File: config.mk
export PLATFORM = sky130hd
export DESIGN_NAME = bfs_supervisor
export DESIGN_NICKNAME = d
export VERILOG_FILES = /design/src/shared/bfs_pkg.sv /design/src/bfs_supervisor.sv
export SDC_FILE = /design/constraint.sdc
export NUM_CORES = 1
export LEC_CHECK = 0
export ABC_AREA = 0
export CAP_MARGIN = 5
export CORE_AREA = 8 8 173 241
export DETAILED_ROUTE_END_ITERATION = 8
export DIE_AREA = 0 0 181 249
export DONT_BUFFER_PORTS = 1
export MAX_ROUTING_LAYER = met4
export RECOVER_POWER = 50
export SYNTH_ARGS = -nofsm -noshare
export SYNTH_HDL_FRONTEND = slang
export SYNTH_SLANG_ARGS = --single-unit
File: constraint.sdc
create_clock -name i_core_clk -period 4.3 [get_ports i_core_clk]
set_clock_uncertainty 0.15 [all_clocks]
set_input_delay 0.86 -clock i_core_clk [delete_from_list [all_inputs] [get_ports i_core_clk]]
set_output_delay 0.86 -clock i_core_clk [all_outputs]
set_load 0.02 [all_outputs]
File: src/shared/bfs_pkg.sv
// Constants, timing and register map of the ballast fault supervisor
package bfs_pkg;
	localparam int CLK_NS = 100;
	localparam int T_INV_HI_NS = 400;
	localparam int T_INV_LO_NS = 250;
	localparam int T_BOOST_NS = 260;
	localparam int T_OV_US = 5;
	localparam int T_OV_EARLY_US = 10;
	localparam int T_OPEN_US = 1;
	localparam int T_UV_US = 80;
	localparam int T_PEAK_US = 610;
	localparam int T_FIL_MS = 1;
	localparam int T_SEV_US = 610;
	localparam int T_SEV_TICK_US = 40;
	localparam int T_EOL_TICK_MS = 4;
	localparam int T_EOL_MS = 500;
	localparam int T_IGN_MS = 235;
	localparam int T_RES_HALF_US = 500;
	localparam int N_INV_HI = (T_INV_HI_NS + CLK_NS - 1) / CLK_NS;
	localparam int N_INV_LO = (T_INV_LO_NS + CLK_NS - 1) / CLK_NS;
	localparam int N_BOOST = (T_BOOST_NS + CLK_NS - 1) / CLK_NS;
	localparam int N_OV = T_OV_US * 1000 / CLK_NS;
	localparam int N_OV_EARLY = T_OV_EARLY_US * 1000 / CLK_NS;
	localparam int N_OPEN = T_OPEN_US * 1000 / CLK_NS;
	localparam int N_UV = T_UV_US * 1000 / CLK_NS;
	localparam int N_PEAK = T_PEAK_US * 1000 / CLK_NS;
	localparam int N_FIL = T_FIL_MS * 1000000 / CLK_NS;
	localparam int N_SEV_TICK = T_SEV_TICK_US * 1000 / CLK_NS;
	localparam int N_EOL_TICK = T_EOL_TICK_MS * 1000000 / CLK_NS;
	localparam int N_IGN = T_IGN_MS * 1000000 / CLK_NS;
	localparam int N_RES_HALF = T_RES_HALF_US * 1000 / CLK_NS;
	localparam int SEV_LIM = (T_SEV_US + T_SEV_TICK_US - 1) / T_SEV_TICK_US;
	localparam int EOL_LIM = T_EOL_MS / T_EOL_TICK_MS;
	localparam int SETTLE_CYCLES = 32;
	// Synchronised pin indices
	localparam int S_INV_HI = 0, S_INV_LO = 1, S_BOOST = 2, S_OV = 3, S_REC = 4;
	localparam int S_UV = 5, S_OPEN = 6, S_PEAK = 7, S_ASYM = 8, S_RES_REF = 9;
	localparam int S_RES_HI = 10, S_RES_LO = 11, S_RES_OPEN = 12, S_LVS_LOW = 13;
	localparam int S_SUP_OK = 14, S_SUP_START = 15, NS = 16;
	// Duration qualifier indices
	localparam int Q_INV_HI = 0, Q_INV_LO = 1, Q_BOOST = 2, Q_OV = 3, Q_OPEN = 4;
	localparam int Q_UV = 5, Q_PEAK = 6, Q_FIL_LS = 7, Q_FIL_HS = 8, NQ = 9;
	// Register map, data in low bits
	localparam logic [7:0] REG_CTRL = 8'h00;
	localparam logic [7:0] REG_STATUS = 8'h04;
	localparam logic [7:0] REG_CAUSE = 8'h08;
	localparam logic [31:0] CTRL_RESET = 32'h0000_0001;
	localparam int CTRL_EN_BIT = 0;
	localparam int C_INV = 0, C_INTEG = 1, C_SEV = 2, C_IGN = 3, C_PEAK = 4, NC = 5;
	typedef enum logic [7:0] {
		PH_LOCKOUT = 8'h01,
		PH_MONITOR = 8'h02,
		PH_SOFTSTART = 8'h04,
		PH_PREHEAT = 8'h08,
		PH_IGNITION = 8'h10,
		PH_PRERUN = 8'h20,
		PH_RUN = 8'h40,
		PH_FAULT = 8'h80
	} bfs_phase_t;
endpackage : bfs_pkg

File: src/bfs_supervisor.sv
// Fault supervisor: flag qualification, phase machine, fault latch and registers
`timescale 1ns/10ps
module bfs_supervisor #(
	parameter int PEAK_CYC = bfs_pkg::N_PEAK,
	parameter int FIL_CYC = bfs_pkg::N_FIL,
	parameter int EOL_TICK_CYC = bfs_pkg::N_EOL_TICK,
	parameter int IGN_CYC = bfs_pkg::N_IGN,
	parameter int RES_HALF_CYC = bfs_pkg::N_RES_HALF
) (
	input wire logic i_core_clk,
	input wire logic i_rst_n,
	input wire logic i_inv_cur_hi,
	input wire logic i_inv_cur_lo,
	input wire logic i_boost_cur_over,
	input wire logic i_bus_over,
	input wire logic i_bus_recovered,
	input wire logic i_bus_under,
	input wire logic i_bus_open,
	input wire logic i_lamp_peak,
	input wire logic i_lamp_asym,
	input wire logic i_res_above_ref,
	input wire logic i_res_above_hi,
	input wire logic i_res_below_lo,
	input wire logic i_res_open_fil,
	input wire logic i_lamp_sense_low,
	input wire logic i_supply_ok,
	input wire logic i_supply_start,
	input wire logic i_low_side_gate,
	input wire logic i_high_side_gate,
	input wire logic i_phase_step,
	input wire logic i_run_freq_reached,
	input wire logic [7:0] i_addr,
	input wire logic [31:0] i_wdata,
	input wire logic i_wr,
	input wire logic i_rd,
	output logic [31:0] o_rdata,
	output logic o_gate_enable,
	output logic o_boost_block,
	output logic o_boost_pulse_end,
	output logic o_freq_step_up,
	output logic o_ref_track,
	output logic o_res_discharge,
	output logic o_low_power,
	output logic o_fault_latched,
	output logic [7:0] o_phase
);
	// ****************************************
	// Pin synchronisers
	// ****************************************
	logic [bfs_pkg::NS-1:0] pins, s1_reg, s2_reg, s3_reg, cln_reg;
	assign pins = {i_supply_start, i_supply_ok, i_lamp_sense_low, i_res_open_fil,
		i_res_below_lo, i_res_above_hi, i_res_above_ref, i_lamp_asym, i_lamp_peak,
		i_bus_open, i_bus_under, i_bus_recovered, i_bus_over, i_boost_cur_over,
		i_inv_cur_lo, i_inv_cur_hi};

	always_ff @(posedge i_core_clk or negedge i_rst_n)
	begin
		if (!i_rst_n)
		begin
			s1_reg <= '0;
			s2_reg <= '0;
			s3_reg <= '0;
			cln_reg <= '0;
		end
		else
		begin
			s1_reg <= pins;
			s2_reg <= s1_reg;
			s3_reg <= s2_reg;
			// A change counts once stages two and three agree
			cln_reg <= (cln_reg & (s2_reg ^ s3_reg)) | (s3_reg & ~(s2_reg ^ s3_reg));
		end
	end

	// ****************************************
	// Phase decode
	// ****************************************
	bfs_pkg::bfs_phase_t phase_reg, phase_next;
	logic active, sup_ok, run, ign;
	assign sup_ok = cln_reg[bfs_pkg::S_SUP_OK];
	assign run = (phase_reg == bfs_pkg::PH_RUN);
	assign ign = (phase_reg == bfs_pkg::PH_IGNITION);
	assign active = (phase_reg == bfs_pkg::PH_SOFTSTART) || (phase_reg == bfs_pkg::PH_PREHEAT)
		|| ign || (phase_reg == bfs_pkg::PH_PRERUN) || run;

	// ****************************************
	// Duration qualifiers
	// ****************************************
	localparam logic [13:0] LIM_SHORT [0:5] = '{14'(bfs_pkg::N_INV_HI),
		14'(bfs_pkg::N_INV_LO), 14'(bfs_pkg::N_BOOST), 14'(bfs_pkg::N_OV),
		14'(bfs_pkg::N_OPEN), 14'(bfs_pkg::N_UV)};
	logic [bfs_pkg::NQ-1:0] q_raw, q_en, qual;
	logic [13:0] q_lim [0:bfs_pkg::NQ-1];
	logic [13:0] q_cnt_reg [0:bfs_pkg::NQ-1];
	assign q_raw = {cln_reg[bfs_pkg::S_LVS_LOW], cln_reg[bfs_pkg::S_RES_HI],
		cln_reg[bfs_pkg::S_PEAK], cln_reg[bfs_pkg::S_UV], cln_reg[bfs_pkg::S_OPEN],
		cln_reg[bfs_pkg::S_OV], cln_reg[bfs_pkg::S_BOOST], cln_reg[bfs_pkg::S_INV_LO],
		cln_reg[bfs_pkg::S_INV_HI]};
	assign q_en = {{2{phase_reg == bfs_pkg::PH_MONITOR}}, run, run, active, active,
		active, ign, active};

	genvar g;
	generate
		for (g = 0; g < bfs_pkg::NQ; g++)
		begin : g_qual
			if (g == bfs_pkg::Q_PEAK)
			begin : g_peak
				assign q_lim[g] = 14'(PEAK_CYC);
			end
			else if (g >= bfs_pkg::Q_FIL_LS)
			begin : g_fil
				assign q_lim[g] = 14'(FIL_CYC);
			end
			else
			begin : g_short
				assign q_lim[g] = LIM_SHORT[g];
			end
			always_ff @(posedge i_core_clk or negedge i_rst_n)
			begin
				if (!i_rst_n)
					q_cnt_reg[g] <= '0;
				else if (!q_en[g] || !q_raw[g])
					q_cnt_reg[g] <= '0;
				else if (q_cnt_reg[g] != q_lim[g])
					q_cnt_reg[g] <= q_cnt_reg[g] + 14'h0001;
			end
			assign qual[g] = (q_cnt_reg[g] == q_lim[g]);
		end
	endgenerate

	// ****************************************
	// Capacitive mode sampling
	// ****************************************
	logic ls_prev_reg, hs_prev_reg, slight_reg, severe_reg;
	always_ff @(posedge i_core_clk or negedge i_rst_n)
	begin
		if (!i_rst_n)
		begin
			ls_prev_reg <= 1'b0;
			hs_prev_reg <= 1'b0;
			slight_reg <= 1'b0;
			severe_reg <= 1'b0;
			o_ref_track <= 1'b0;
		end
		else
		begin
			ls_prev_reg <= i_low_side_gate;
			hs_prev_reg <= i_high_side_gate;
			o_ref_track <= i_low_side_gate;
			if (i_low_side_gate && !ls_prev_reg)
				slight_reg <= cln_reg[bfs_pkg::S_RES_REF];
			if (i_high_side_gate && !hs_prev_reg)
				severe_reg <= !cln_reg[bfs_pkg::S_RES_REF];
		end
	end

	// ****************************************
	// Up/down integrators
	// ****************************************
	logic [15:0] eol_tick_reg;
	logic [8:0] sev_tick_reg;
	logic [7:0] eol_cnt_reg, sev_cnt_reg;
	logic eol_cond, sev_on, eol_hit, sev_hit;
	assign eol_cond = slight_reg || cln_reg[bfs_pkg::S_ASYM] || cln_reg[bfs_pkg::S_RES_OPEN];
	assign sev_on = (phase_reg == bfs_pkg::PH_PREHEAT) || run;
	assign eol_hit = (eol_cnt_reg == 8'(bfs_pkg::EOL_LIM));
	assign sev_hit = (sev_cnt_reg == 8'(bfs_pkg::SEV_LIM));

	always_ff @(posedge i_core_clk or negedge i_rst_n)
	begin
		if (!i_rst_n)
		begin
			eol_tick_reg <= '0;
			eol_cnt_reg <= '0;
		end
		else if (!run)
		begin
			eol_tick_reg <= '0;
			eol_cnt_reg <= '0;
		end
		else if (eol_tick_reg == 16'(EOL_TICK_CYC - 1))
		begin
			eol_tick_reg <= '0;
			if (eol_cond && !eol_hit)
				eol_cnt_reg <= eol_cnt_reg + 8'h01;
			else if (!eol_cond && eol_cnt_reg != 8'h00)
				eol_cnt_reg <= eol_cnt_reg - 8'h01;
		end
		else
			eol_tick_reg <= eol_tick_reg + 16'h0001;
	end

	always_ff @(posedge i_core_clk or negedge i_rst_n)
	begin
		if (!i_rst_n)
		begin
			sev_tick_reg <= '0;
			sev_cnt_reg <= '0;
		end
		else if (!sev_on)
		begin
			sev_tick_reg <= '0;
			sev_cnt_reg <= '0;
		end
		else if (sev_tick_reg == 9'(bfs_pkg::N_SEV_TICK - 1))
		begin
			sev_tick_reg <= '0;
			if (severe_reg && !sev_hit)
				sev_cnt_reg <= sev_cnt_reg + 8'h01;
			else if (!severe_reg && sev_cnt_reg != 8'h00)
				sev_cnt_reg <= sev_cnt_reg - 8'h01;
		end
		else
			sev_tick_reg <= sev_tick_reg + 9'h001;
	end

	// ****************************************
	// Ignition window and early overvoltage
	// ****************************************
	logic [21:0] ign_cnt_reg;
	logic [10:0] up_cnt_reg;
	logic ign_timeout, ov_early;
	assign ign_timeout = ign && (ign_cnt_reg == 22'(IGN_CYC)) && !i_run_freq_reached;
	assign ov_early = (phase_reg == bfs_pkg::PH_SOFTSTART)
		&& (up_cnt_reg < 11'(bfs_pkg::N_OV_EARLY)) && cln_reg[bfs_pkg::S_OV];

	always_ff @(posedge i_core_clk or negedge i_rst_n)
	begin
		if (!i_rst_n)
			ign_cnt_reg <= '0;
		else if (!ign)
			ign_cnt_reg <= '0;
		else if (ign_cnt_reg != 22'(IGN_CYC))
			ign_cnt_reg <= ign_cnt_reg + 22'h000001;
	end

	always_ff @(posedge i_core_clk or negedge i_rst_n)
	begin
		if (!i_rst_n)
			up_cnt_reg <= '0;
		else if (phase_reg != bfs_pkg::PH_SOFTSTART)
			up_cnt_reg <= '0;
		else if (up_cnt_reg != 11'(bfs_pkg::N_OV_EARLY))
			up_cnt_reg <= up_cnt_reg + 11'h001;
	end

	// ****************************************
	// Fault decisions
	// ****************************************
	logic latch_set, unlatched_off;
	logic [bfs_pkg::NC-1:0] cause_set;
	assign cause_set[bfs_pkg::C_INV] = active && qual[bfs_pkg::Q_INV_HI];
	assign cause_set[bfs_pkg::C_INTEG] = run && eol_hit;
	assign cause_set[bfs_pkg::C_SEV] = sev_on && sev_hit;
	assign cause_set[bfs_pkg::C_IGN] = ign_timeout;
	assign cause_set[bfs_pkg::C_PEAK] = run && qual[bfs_pkg::Q_PEAK];
	assign latch_set = |cause_set;
	assign unlatched_off = (active && qual[bfs_pkg::Q_OPEN])
		|| (run && qual[bfs_pkg::Q_UV])
		|| ov_early;

	// ****************************************
	// Restart capacitor settling and lamp removal
	// ****************************************
	logic [15:0] res_tmr_reg;
	logic [5:0] settle_reg;
	logic removed_reg, settled, clear_ok, in_fault;
	assign in_fault = (phase_reg == bfs_pkg::PH_FAULT);
	assign settled = (settle_reg == 6'(bfs_pkg::SETTLE_CYCLES));
	assign clear_ok = in_fault && settled && removed_reg && cln_reg[bfs_pkg::S_RES_LO];

	always_ff @(posedge i_core_clk or negedge i_rst_n)
	begin
		if (!i_rst_n)
		begin
			res_tmr_reg <= '0;
			settle_reg <= '0;
			o_res_discharge <= 1'b0;
			removed_reg <= 1'b0;
		end
		else if (!in_fault)
		begin
			res_tmr_reg <= '0;
			settle_reg <= '0;
			o_res_discharge <= 1'b0;
			removed_reg <= 1'b0;
		end
		else if (!settled)
		begin
			if (res_tmr_reg == 16'(RES_HALF_CYC - 1))
			begin
				res_tmr_reg <= '0;
				o_res_discharge <= !o_res_discharge;
				if (o_res_discharge)
					settle_reg <= settle_reg + 6'h01;
			end
			else
				res_tmr_reg <= res_tmr_reg + 16'h0001;
		end
		else if (cln_reg[bfs_pkg::S_RES_HI])
			removed_reg <= 1'b1;
	end

	// ****************************************
	// Phase machine
	// ****************************************
	logic wait_hys_reg, ctrl_en;
	always_comb
	begin
		phase_next = phase_reg;
		case (phase_reg)
			bfs_pkg::PH_LOCKOUT:
				if (cln_reg[bfs_pkg::S_SUP_START] && ctrl_en && !wait_hys_reg)
					phase_next = bfs_pkg::PH_MONITOR;
			bfs_pkg::PH_MONITOR:
				if (i_phase_step && !qual[bfs_pkg::Q_FIL_LS] && !qual[bfs_pkg::Q_FIL_HS]
					&& !cln_reg[bfs_pkg::S_OPEN])
					phase_next = bfs_pkg::PH_SOFTSTART;
			bfs_pkg::PH_SOFTSTART:
				if (i_phase_step)
					phase_next = bfs_pkg::PH_PREHEAT;
			bfs_pkg::PH_PREHEAT:
				if (i_phase_step)
					phase_next = bfs_pkg::PH_IGNITION;
			bfs_pkg::PH_IGNITION:
				if (i_run_freq_reached)
					phase_next = bfs_pkg::PH_PRERUN;
			bfs_pkg::PH_PRERUN:
				if (i_phase_step)
					phase_next = bfs_pkg::PH_RUN;
			bfs_pkg::PH_RUN:
				phase_next = bfs_pkg::PH_RUN;
			bfs_pkg::PH_FAULT:
				if (clear_ok)
					phase_next = bfs_pkg::PH_MONITOR;
			default:
				phase_next = bfs_pkg::PH_LOCKOUT;
		endcase
		if (!sup_ok)
			phase_next = bfs_pkg::PH_LOCKOUT;
		else if (latch_set)
			phase_next = bfs_pkg::PH_FAULT;
		else if (unlatched_off)
			phase_next = bfs_pkg::PH_LOCKOUT;
	end

	always_ff @(posedge i_core_clk or negedge i_rst_n)
	begin
		if (!i_rst_n)
			phase_reg <= bfs_pkg::PH_LOCKOUT;
		else
			phase_reg <= phase_next;
	end

	// Restart after unlatched shutdown waits for a full supply cycle
	always_ff @(posedge i_core_clk or negedge i_rst_n)
	begin
		if (!i_rst_n)
			wait_hys_reg <= 1'b0;
		else if (!sup_ok)
			wait_hys_reg <= 1'b0;
		else if (unlatched_off)
			wait_hys_reg <= 1'b1;
	end

	// ****************************************
	// Drive outputs
	// ****************************************
	logic inv_lo_prev_reg;
	always_ff @(posedge i_core_clk or negedge i_rst_n)
	begin
		if (!i_rst_n)
		begin
			o_gate_enable <= 1'b0;
			o_low_power <= 1'b1;
			o_phase <= bfs_pkg::PH_LOCKOUT;
			o_boost_pulse_end <= 1'b0;
			o_freq_step_up <= 1'b0;
			inv_lo_prev_reg <= 1'b0;
		end
		else
		begin
			o_gate_enable <= (phase_next == bfs_pkg::PH_SOFTSTART)
				|| (phase_next == bfs_pkg::PH_PREHEAT) || (phase_next == bfs_pkg::PH_IGNITION)
				|| (phase_next == bfs_pkg::PH_PRERUN) || (phase_next == bfs_pkg::PH_RUN);
			o_low_power <= (phase_next == bfs_pkg::PH_FAULT)
				|| (phase_next == bfs_pkg::PH_LOCKOUT);
			o_phase <= phase_next;
			o_boost_pulse_end <= active && qual[bfs_pkg::Q_BOOST];
			inv_lo_prev_reg <= qual[bfs_pkg::Q_INV_LO];
			o_freq_step_up <= qual[bfs_pkg::Q_INV_LO] && !inv_lo_prev_reg;
		end
	end

	always_ff @(posedge i_core_clk or negedge i_rst_n)
	begin
		if (!i_rst_n)
			o_boost_block <= 1'b0;
		else if (active && qual[bfs_pkg::Q_OV])
			o_boost_block <= 1'b1;
		else if (cln_reg[bfs_pkg::S_REC] || !active)
			o_boost_block <= 1'b0;
	end

	// ****************************************
	// Fault cause latch
	// ****************************************
	logic [bfs_pkg::NC-1:0] cause_reg;
	assign o_fault_latched = in_fault;
	always_ff @(posedge i_core_clk or negedge i_rst_n)
	begin
		if (!i_rst_n)
			cause_reg <= '0;
		else if (!sup_ok || clear_ok)
			cause_reg <= '0;
		else if (!in_fault)
			cause_reg <= cause_set;
	end

	// ****************************************
	// Register port
	// ****************************************
	logic [31:0] ctrl_reg;
	assign ctrl_en = ctrl_reg[bfs_pkg::CTRL_EN_BIT];
	always_ff @(posedge i_core_clk or negedge i_rst_n)
	begin
		if (!i_rst_n)
			ctrl_reg <= bfs_pkg::CTRL_RESET;
		else if (i_wr && i_addr == bfs_pkg::REG_CTRL)
			ctrl_reg <= {31'h0, i_wdata[bfs_pkg::CTRL_EN_BIT]};
	end

	always_ff @(posedge i_core_clk or negedge i_rst_n)
	begin
		if (!i_rst_n)
			o_rdata <= '0;
		else if (!i_rd)
			o_rdata <= '0;
		else
			case (i_addr)
				bfs_pkg::REG_CTRL: o_rdata <= ctrl_reg;
				bfs_pkg::REG_STATUS: o_rdata <= {22'h0, wait_hys_reg, o_boost_block, phase_reg};
				bfs_pkg::REG_CAUSE: o_rdata <= {27'h0, cause_reg};
				default: o_rdata <= '0;
			endcase
	end
endmodule : bfs_supervisor
# --- Word level (Yosys, flattened, before mapping) ---
# Index checks and enable logic that the tools add are counted.
totals:
  register_bits: 345
  out_inout_bits: 48
  elab_cells: 286
classes:
  n_addsub: 19
  n_lt_le_gt_ge: 1
  eq_ne: 57
  mux: 66
  bitwise_logic: 5
  n_reduce_logical: 100
op_table:
  columns: ["operator", "n"]
  rows:
  - ["14-bit 2-to-1 mux", 18]
  - ["8-bit 2-to-1 mux", 18]
  - ["14-bit by 1-bit adder with 14-bit output (second input constant)", 9]
  - ["16-bit 2-to-1 mux", 5]
  - ["8-bit case mux with 8 select lines", 1]
  - ["22-bit 2-to-1 mux", 2]
  - ["16-bit by 1-bit adder with 16-bit output (second input constant)", 2]
  - ["16-bit bitwise AND", 2]
  - ["10-bit case mux with 3 select lines", 1]
  - ["14-bit equality test (second input constant)", 2]
  - ["14-bit by 2-bit equality test with 1-bit output (second input constant)", 2]
  - ["1-bit logical AND", 28]
  - ["14-bit inequality test (second input constant)", 2]
  - ["14-bit by 2-bit inequality test with 1-bit output (second input constant)", 2]
  - ["1-bit logical NOT", 27]
  - ["1-bit logical OR", 25]
  - ["8-bit by 3-bit equality test with 1-bit output (second input constant)", 3]
  - ["8-bit by 4-bit equality test with 1-bit output (second input constant)", 3]
  - ["8-bit by 5-bit equality test with 1-bit output (second input constant)", 3]
  - ["8-bit by 7-bit equality test with 1-bit output (second input constant)", 3]
  - ["6-bit 2-to-1 mux", 4]
  - ["22-bit by 1-bit adder with 22-bit output (second input constant)", 1]
  - ["22-bit equality test (second input constant)", 1]
  - ["11-bit 2-to-1 mux", 2]
  - ["43 further kinds", 82]

# --- Longest topological paths before layout ---
# Gate-level depths: netlist (run 1).
logic_depth:
  depth_word: 16
  ltp_mapped: 13
  depth_no_buf: 13

# --- Worst setup path after synthesis (run 1) ---
# No wires, ideal clock.
synth_timing:
  path_kind: "register -> register"
  startpoint: "register sev_cnt_reg[2]"
  endpoint: "register sev_cnt_reg[7]"
  setup_ns: 0.128
  t_arrival_ns: 2.777
  required_ns: 4.022
  path_slack_ns: 1.245
  path_stages_with_launch: 13
  period_less_slack_ns: 3.055
  path_cell_list: "dfrtp_1 or4_1 nor4_1 nand2_1 nand2_1 ha_1 a21oi_1 nor2b_1 o31a_1 o41ai_1 xor2_1 a21oi_1 o22ai_1"
synth_between:
  elab_chain_len: 6
  elab_cells_between_ends: 13
  cone_classes: "2 x add/sub; 2 x eq/ne; 4 x mux; 5 x reduce/logical"
synth_rtl:
  columns: ["element", "line_no", "source"]
  rows:
  - ["from (decl)", "bfs_supervisor.sv:162", "logic [7:0] eol_cnt_reg, sev_cnt_reg;"]
  - ["from (signal assigned)", "bfs_supervisor.sv:209", "sev_cnt_reg <= sev_cnt_reg + 8'h01;"]
  - ["from (signal assigned)", "bfs_supervisor.sv:211", "sev_cnt_reg <= sev_cnt_reg - 8'h01;"]
  - ["parallel branches: the longest is 6 deep, another holds 8-bit by 1-bit subtractor with 8-bit output", null, null]
# Several ways; the timed one is not identified. The select of a mux whose other input is x is not followed.
# A chain may end at the register's enable or synchronous reset.

# --- Worst setup path in the final report (run 1) ---
# Same ends and word-level chain as after synthesis.

==> impl_results.md, run 1 <==
- Initial Util: 0.395
- Sequential share of the synthesized area: 0.537
- Synth warn: 0
- Synth top area cells: dfrtp_1 (53%), nor2_1 (6.3%), xor2_1 (6.2%), xnor2_1 (3.4%), ha_1 (3.1%)
- Skew-Pair Late Insertion Delay: 0.57 ns
- Leakage: 0.00683 uW
- Number of global-route vias before repair: 10.3k
- Final setup fails: 0
- CP Class: register to register
- Core Util, Final: 0.436
- Startpoint Class: register
- Max-Cap Viols: 0
- FF-to-FF setup slack: 0.80 ns
- Die Y: 249 um
- CTS Root Cell: clkbuf_16
- Failing checks: negative hold slack
- WHS: -0.137 ns
- Clk buf depth: 3
- Worst EP arrival: 3.83 ns
- Synth Instances: 1468
- Synth unique cells: 73
- NumNets Final: 1579
- Critical Path Source: sev_cnt_reg[2]
- DRT Pass-1 Iters: 4
- Antenna Violating Nets Remaining: 0
- Placement Setup Slack: 0.801 ns
- Worst Tran Pin Value: 0.855 ns
- Worst setup EP type: register
- Top-count cell post-synth: dfrtp_1
- Multi-input combinational cell area: 6610 um^2
- Global route hottest layer: met2
- FP Rows: 85
- Yosys top cell by area: dfrtp_1
- Share of post-route cells with drive strength above 1: 0.0607
- Top cell type's share of synthesized area: 0.532
- Clock slew at reported path FFs: 0.06 ns
- GR met2 Demand/Resource: 0.231
- Worst setup path end: sev_cnt_reg[7]
- Top cells by count, synth: dfrtp_1 (320), nor2_1 (254), nand2_1 (110), xor2_1 (106), nand3_1 (85)
- Syn Area/Cell: 10.3 um^2
- DR WL/cell: 15.1 um
- Peak VDD IR: 0.284 mV
- Largest net degree at the start of global routing: 324
- Initial DRC count: 418
- Final Hold Viols: 174
- Post-DP HPWL: 20.4 mm
- Worst path required time: 4.63 ns
- Initial antenna violation count: 0
- Worst Hold Class: input pin to asynchronous set/reset pin
- Vias: 10.2k
- Setup Buffers After CTS: 0
- # port buffers: 0
- IO Pins: 112
- RePlAce Congestion: 0.814
- Post-CTS Resized: 0
- Met3 Use GR: 0.0276
- Setup TNS: 0 ns
- DIE WIDTH: 181 um
- Final worst slack: 0.801 ns
- Full die area: 45100 um^2
- Drt via density: 5.14
- TritonCTS Sinks: 323
- PD cells: 374 nW/um^2
- Tcrit/Tclk final: 0.814
- Top FF cell, synth: dfrtp_1
- #FFs+latches synth: 323
- Layout area overhead: 10.2%
- Worst slew margin: 0.430
- Fillers: 3587
- Core area: 38100 um^2
- Gr usage total: 0.136
- Reg2reg end: sev_cnt_reg[7]
- CTS H-tree lvls: 1
- Post-Route WL: 29.9 mm
- Fmax: 0.286 GHz
- Post-synth EDFFs: 0
- Worst reg2reg path startpoint: sev_cnt_reg[2]
- Tmin final: 3.50 ns
- Sequential cell area: 8090 um^2
- RSZ-0062 raised after global routing: false
- CP Max Fanout: 8
- Global route overflow: 0
- Count of pins over their slew limit: 0
- Post-Synthesis Cell Area: 15000 um^2
- Asr flop ratio synth: 1.00
- CTS buffer count: 31
- DRC viols: 0
- Status: finished, violations left
- CTS tree: yes
- Worst reg2reg path depth: 12
- First-pass GRT wire length: 50.8 mm
- Number of flip-flops under the largest register name: 126
- Routing usage on met1: 0.162
- Ant. Diodes: 0
-- cell usage in the layout, fill, tap and decap left out, types with 12 or more instances in the layout --
cell type	n
dfrtp_1	320
nor2_1	254
nand2_1	110
xor2_1	106
nand3_1	85
xnor2_1	59
a21oi_1	48
o21ai_0	41
and3_1	41
ha_1	37
inv_1	36
nand4_1	31
clkbuf_16	31
conb_1	22
or3_1	21
nor4_1	20
nor3_1	19
maj3_1	16
nor2b_1	14
and2_1	12
-- layout make-up --
type	count	area share
clock buffers	39	0.0516
clock inverters	18	0.0161
inverters	37	0.00837
multi-input cells	1079	0.399
flip-flops and latches	323	0.488
well taps	478	0.0361
repair buffers	4	0.00181
-- report_power, final --
| group | total [uW] | internal (uW) | switching (uW) |
|---|---|---|---|
| logic | 115 | 48.2 | 66.6 |
| clock network | 2970 | 1780 | 1190 |
| registers | 3120 | 3080 | 33.0 |
-- worst max-delay path: stages (launching register included) --
cell and delay, ns:
dfrtp_1 0.41, or4_1 0.54, nor4_1 0.27, nand2_1 0.19, nand2_1 0.29, ha_1 0.29, a21oi_1 0.15, nor2b_1 0.07
o31a_1 0.26, o41ai_1 0.34, xor2_1 0.22, a21oi_1 0.09, o22ai_1 0.15
-- how the worst min path moves through the flow --
stage	startpoint	to	slack (ns)	cells past startpoint
3_5_place_dp	s1_reg[2]	s2_reg[2]	0.18	0
2_1_floorplan	s1_reg[0]	s2_reg[0]	0.18	0
3_3_place_gp	s1_reg[4]	s2_reg[4]	0.18	0
6_report	i_rst_n	q_cnt_reg[122]	-0.14	0
4_1_cts	i_rst_n	s1_reg[0]	-0.18	0
5_1_grt	i_rst_n	q_cnt_reg[122]	-0.17	0
-- per-stage QoR --
stage               area, um^2  power (uW)  cells
floorplan                15100        3280   1489
global placement         15500        3290   1921
detailed placement       15500        3290   1921
CTS                      16600        6300   1978
global route             16600        6420   1978
finish                   16600        6200   1978
-- kinds of logic (layout without fill, tap and decap cells) --
logic type	count (synthesis)	count (layout)	synth area share
AND/OR/NAND/NOR	680	680	0.227
flip-flops	323	323	0.537
XOR/XNOR	165	165	0.0960
AO/OA/AOI/OAI	142	142	0.0566
buffers and inverters	87	98	0.0286
adder cells (fa/ha/maj)	55	55	0.0441
multiplexers	15	15	0.0105
other	1	22	0.000249
-- metal layers --
metal | share of wire | wire length, um
met1 | 0.43 | 12900
met2 | 0.50 | 14900
met3 | 0.049 | 1470
met4 | 0.020 | 612
met5 | 0 | 0
Note: power is estimated with default switching activity, not from simulation.
==> run 2, diff against run 1 <==
--- a/config.mk
+++ b/config.mk
@@ -5,11 +5,11 @@
 export SDC_FILE = /design/constraint.sdc
 export NUM_CORES = 1
 export LEC_CHECK = 0
-export ABC_AREA = 0
+export ABC_AREA = 1
 export CAP_MARGIN = 5
-export CORE_AREA = 8 8 173 241
+export CORE_AREA = 8 8 177 246
 export DETAILED_ROUTE_END_ITERATION = 8
-export DIE_AREA = 0 0 181 249
+export DIE_AREA = 0 0 185 254
 export DONT_BUFFER_PORTS = 1
 export MAX_ROUTING_LAYER = met4
 export RECOVER_POWER = 50
==> constraint.sdc (replaced) <==
create_clock -name i_core_clk -period 3 [get_ports i_core_clk]
set_clock_uncertainty 0.15 [all_clocks]
set_input_delay 0.6 -clock i_core_clk [delete_from_list [all_inputs] [get_ports i_core_clk]]
set_output_delay 0.6 -clock i_core_clk [all_outputs]
set_load 0.02 [all_outputs]
==> impl_results.md, run 2 <==
- Tmin final: 2.79 ns
- Compound-gate portion of the synthesized area: 0.110
- Worst Tran Pin Value: 0.876 ns
- Worst setup EP type: output port
- RePlAce Congestion: 0.857
- Synth warn: 0
- Initial antenna violation count: 0
- Flop pwr share: 0.503
- Final Hold Viols: 320
- Antenna Violating Nets Remaining: 0
- Worst slew margin: 0.416
- Yosys top cell by area: dfrtp_1
- Initial DRC count: 681
- Worst reg2reg path startpoint: sev_cnt_reg[0]
- Switching part of the total: 0.218
- Startpoint Class: register
- Largest net degree at the start of global routing: 324
- Synth unique cells: 62
- Clock slew at reported path FFs: 0.07 ns
- DRT Pass-1 Iters: 5
- FF-to-FF setup slack: 0.45 ns
- Largest family of logic cells by synthesized area: simple AND/OR/NAND/NOR gates
- PD cells: 504 nW/um^2
- CP delay by family, top: simple AND/OR/NAND/NOR gates
- DR WL met3: 1.50 mm
- Top cells by count, synth: dfrtp_1 (320), inv_1 (265), nand2_1 (258), nor2_1 (211), a21oi_1 (122)
- DIE WIDTH: 185 um
- Full die area: 47000 um^2
- CP Class: register to output port
- Crit-path cells: nor2_2, nand4_2, inv_1, buf_4
- TritonCTS Sinks: 323
- Peak VDD IR: 0.297 mV
- # port buffers: 0
- Number of global-route vias before repair: 12.1k
- Post-Route WL: 32.8 mm
- Mux contribution to synthesized area: 0
- Combinational Power Share: 0.022
- Post-synth EDFFs: 0
- Setup Buffers After CTS: 0
- Metal-1 WL: 14.0 mm
- Top cell type's share of synthesized area: 0.508
- Tcrit/Tclk final: 0.930
- Placed Instances: 2349
- Gr usage total: 0.146
- Die Y: 254 um
- Slowest cell on crit path: dfrtp_1
- CTS Root Cell: clkbuf_16
- Internal power: 6970 uW
- Placement Setup Slack: 0.457 ns
- Top routing layer used: met4
- Worst Hold Class: input pin to asynchronous set/reset pin
- Metal2 WL: 16.3 mm
- Sequential cell area: 8090 um^2
- Clk pwr share: 0.476
- Synth Area in Simple Gates: 0.234
- Setup TNS: 0 ns
- Top FF cell, synth: dfrtp_1
- Fillers: 3876
- Post-Synth Adder-Cell Area: 0.0421
- CP Max Fanout: 10
- NetSw: 1940 uW
- Vias: 12.0k
- Initial Util: 0.396
- Worst reg2reg path depth: 11
- CTS H-tree lvls: 2
- Post-Synthesis Cell Area: 15800 um^2
- Ant. Diodes: 0
- CP peak stage delay: 0.57 ns
- Status: finished, violations left
- Asr flop ratio synth: 1.00
- Post-DP HPWL: 23.1 mm
- Synth top area cells: dfrtp_1 (51%), inv_1 (6.3%), nand2_1 (6.1%), nor2_1 (5.0%), a21oi_1 (3.9%)
- Max-Cap Viols: 0
- Hold buffer count at CTS: 20
- WP buf/inv: 2
- FP Rows: 87
- CTS tree: yes
- Post-CTS Resized: 0
- Top-count cell post-synth: dfrtp_1
- First-pass GRT wire length: 55.9 mm
- Synth Instances: 1817
- #FFs+latches synth: 323
- Reg2reg end: sev_cnt_reg[6]
- IO Pins: 112
- WHS: -0.345 ns
- Final Total Pwr: 8910 uW
- Drt via density: 4.94
- DRC viols: 0
- RSZ-0062 raised after global routing: false
- Worst EP arrival: 2.04 ns
- Count of pins over their slew limit: 0
- Leakage: 0.00764 uW
- Worst path required time: 2.25 ns
- Sequential share of the synthesized area: 0.513
- Final setup fails: 0
- Multi-input combinational cell area: 6480 um^2
- Skew-Pair Late Insertion Delay: 0.53 ns
- Layout area overhead: 12.0%
- Core area: 39800 um^2
- Commonest non-fill, non-tap cell in the layout: dfrtp_1
- Syn Area/Cell: 8.68 um^2
- Leading cell types in the layout, fill and taps excluded: dfrtp_1 (320), inv_1 (265), nand2_1 (258), nor2_1 (211), a21oi_1 (122)
- CTS buffer count: 35
- Number of flip-flops under the largest register name: 126
- XOR/XNOR share of the synthesized area: 0.0194
- Share of post-route cells with drive strength above 1: 0.0732
- Global route overflow: 0
- DR WL/cell: 13.5 um
- Clk buf depth: 3
- Fmax: 0.359 GHz
- NumNets Final: 1975
- Layout Cells excl Fill: 2432
- Failing checks: negative hold slack
- Final worst slack: 0.211 ns
run 2: final cells by class:
class                      count  area share
clock inverter                15     0.00815
sequential                   323       0.458
inverter                     276      0.0590
clock buffer                  48      0.0552
multi-input combinational   1208       0.367
timing repair buffer          28      0.0147
tap                          534      0.0378
run 2: logic make-up after synthesis:
logic type      after synthesis
xor+xnor                     35
buf+inv                     307
fa+ha+maj                    55
simple gates                787
other cells                   1
flops                       323
compound gates              309
run 2: power groups by stage:
stage          logic [uW]  clock network, uW  registers, uW
2_1_floorplan         168                  0           4530
5_1_grt               215               4580           4480
4_1_cts               193               4400           4480
3_3_place_gp          166                  0           4560
6_report              193               4240           4480
3_5_place_dp          170                  0           4560
run 2: through the flow:
stage                     instance area (um^2)  hold slack (ns)   util
after CTS                                17700           -0.381  0.443
after global placement                   16300            0.179  0.410
after global routing                     17700           -0.379  0.443
final                                    17700           -0.345  0.443
after floorplan                          15800            0.154      -
after detailed placement                 16300            0.179  0.410
run 2: routing by layer:
metal | up-vias | global-route usage
li1 | 6088 | -
met1 | 5690 | 0.169
met2 | 182 | 0.250
met3 | 61 | 0.0250
met4 | 0 | 0.0559
met5 | - | -
run 2: worst max path at each step:
stage,from,cells past startpoint,endpoint
global route,o_phase[5],4,o_fault_latched
floorplan,sev_cnt_reg[0],11,sev_cnt_reg[6]
finish,o_phase[5],4,o_fault_latched
detailed placement,o_phase[5],11,q_cnt_reg[56]
global placement,sev_cnt_reg[0],11,sev_cnt_reg[6]
CTS,o_phase[5],4,o_fault_latched
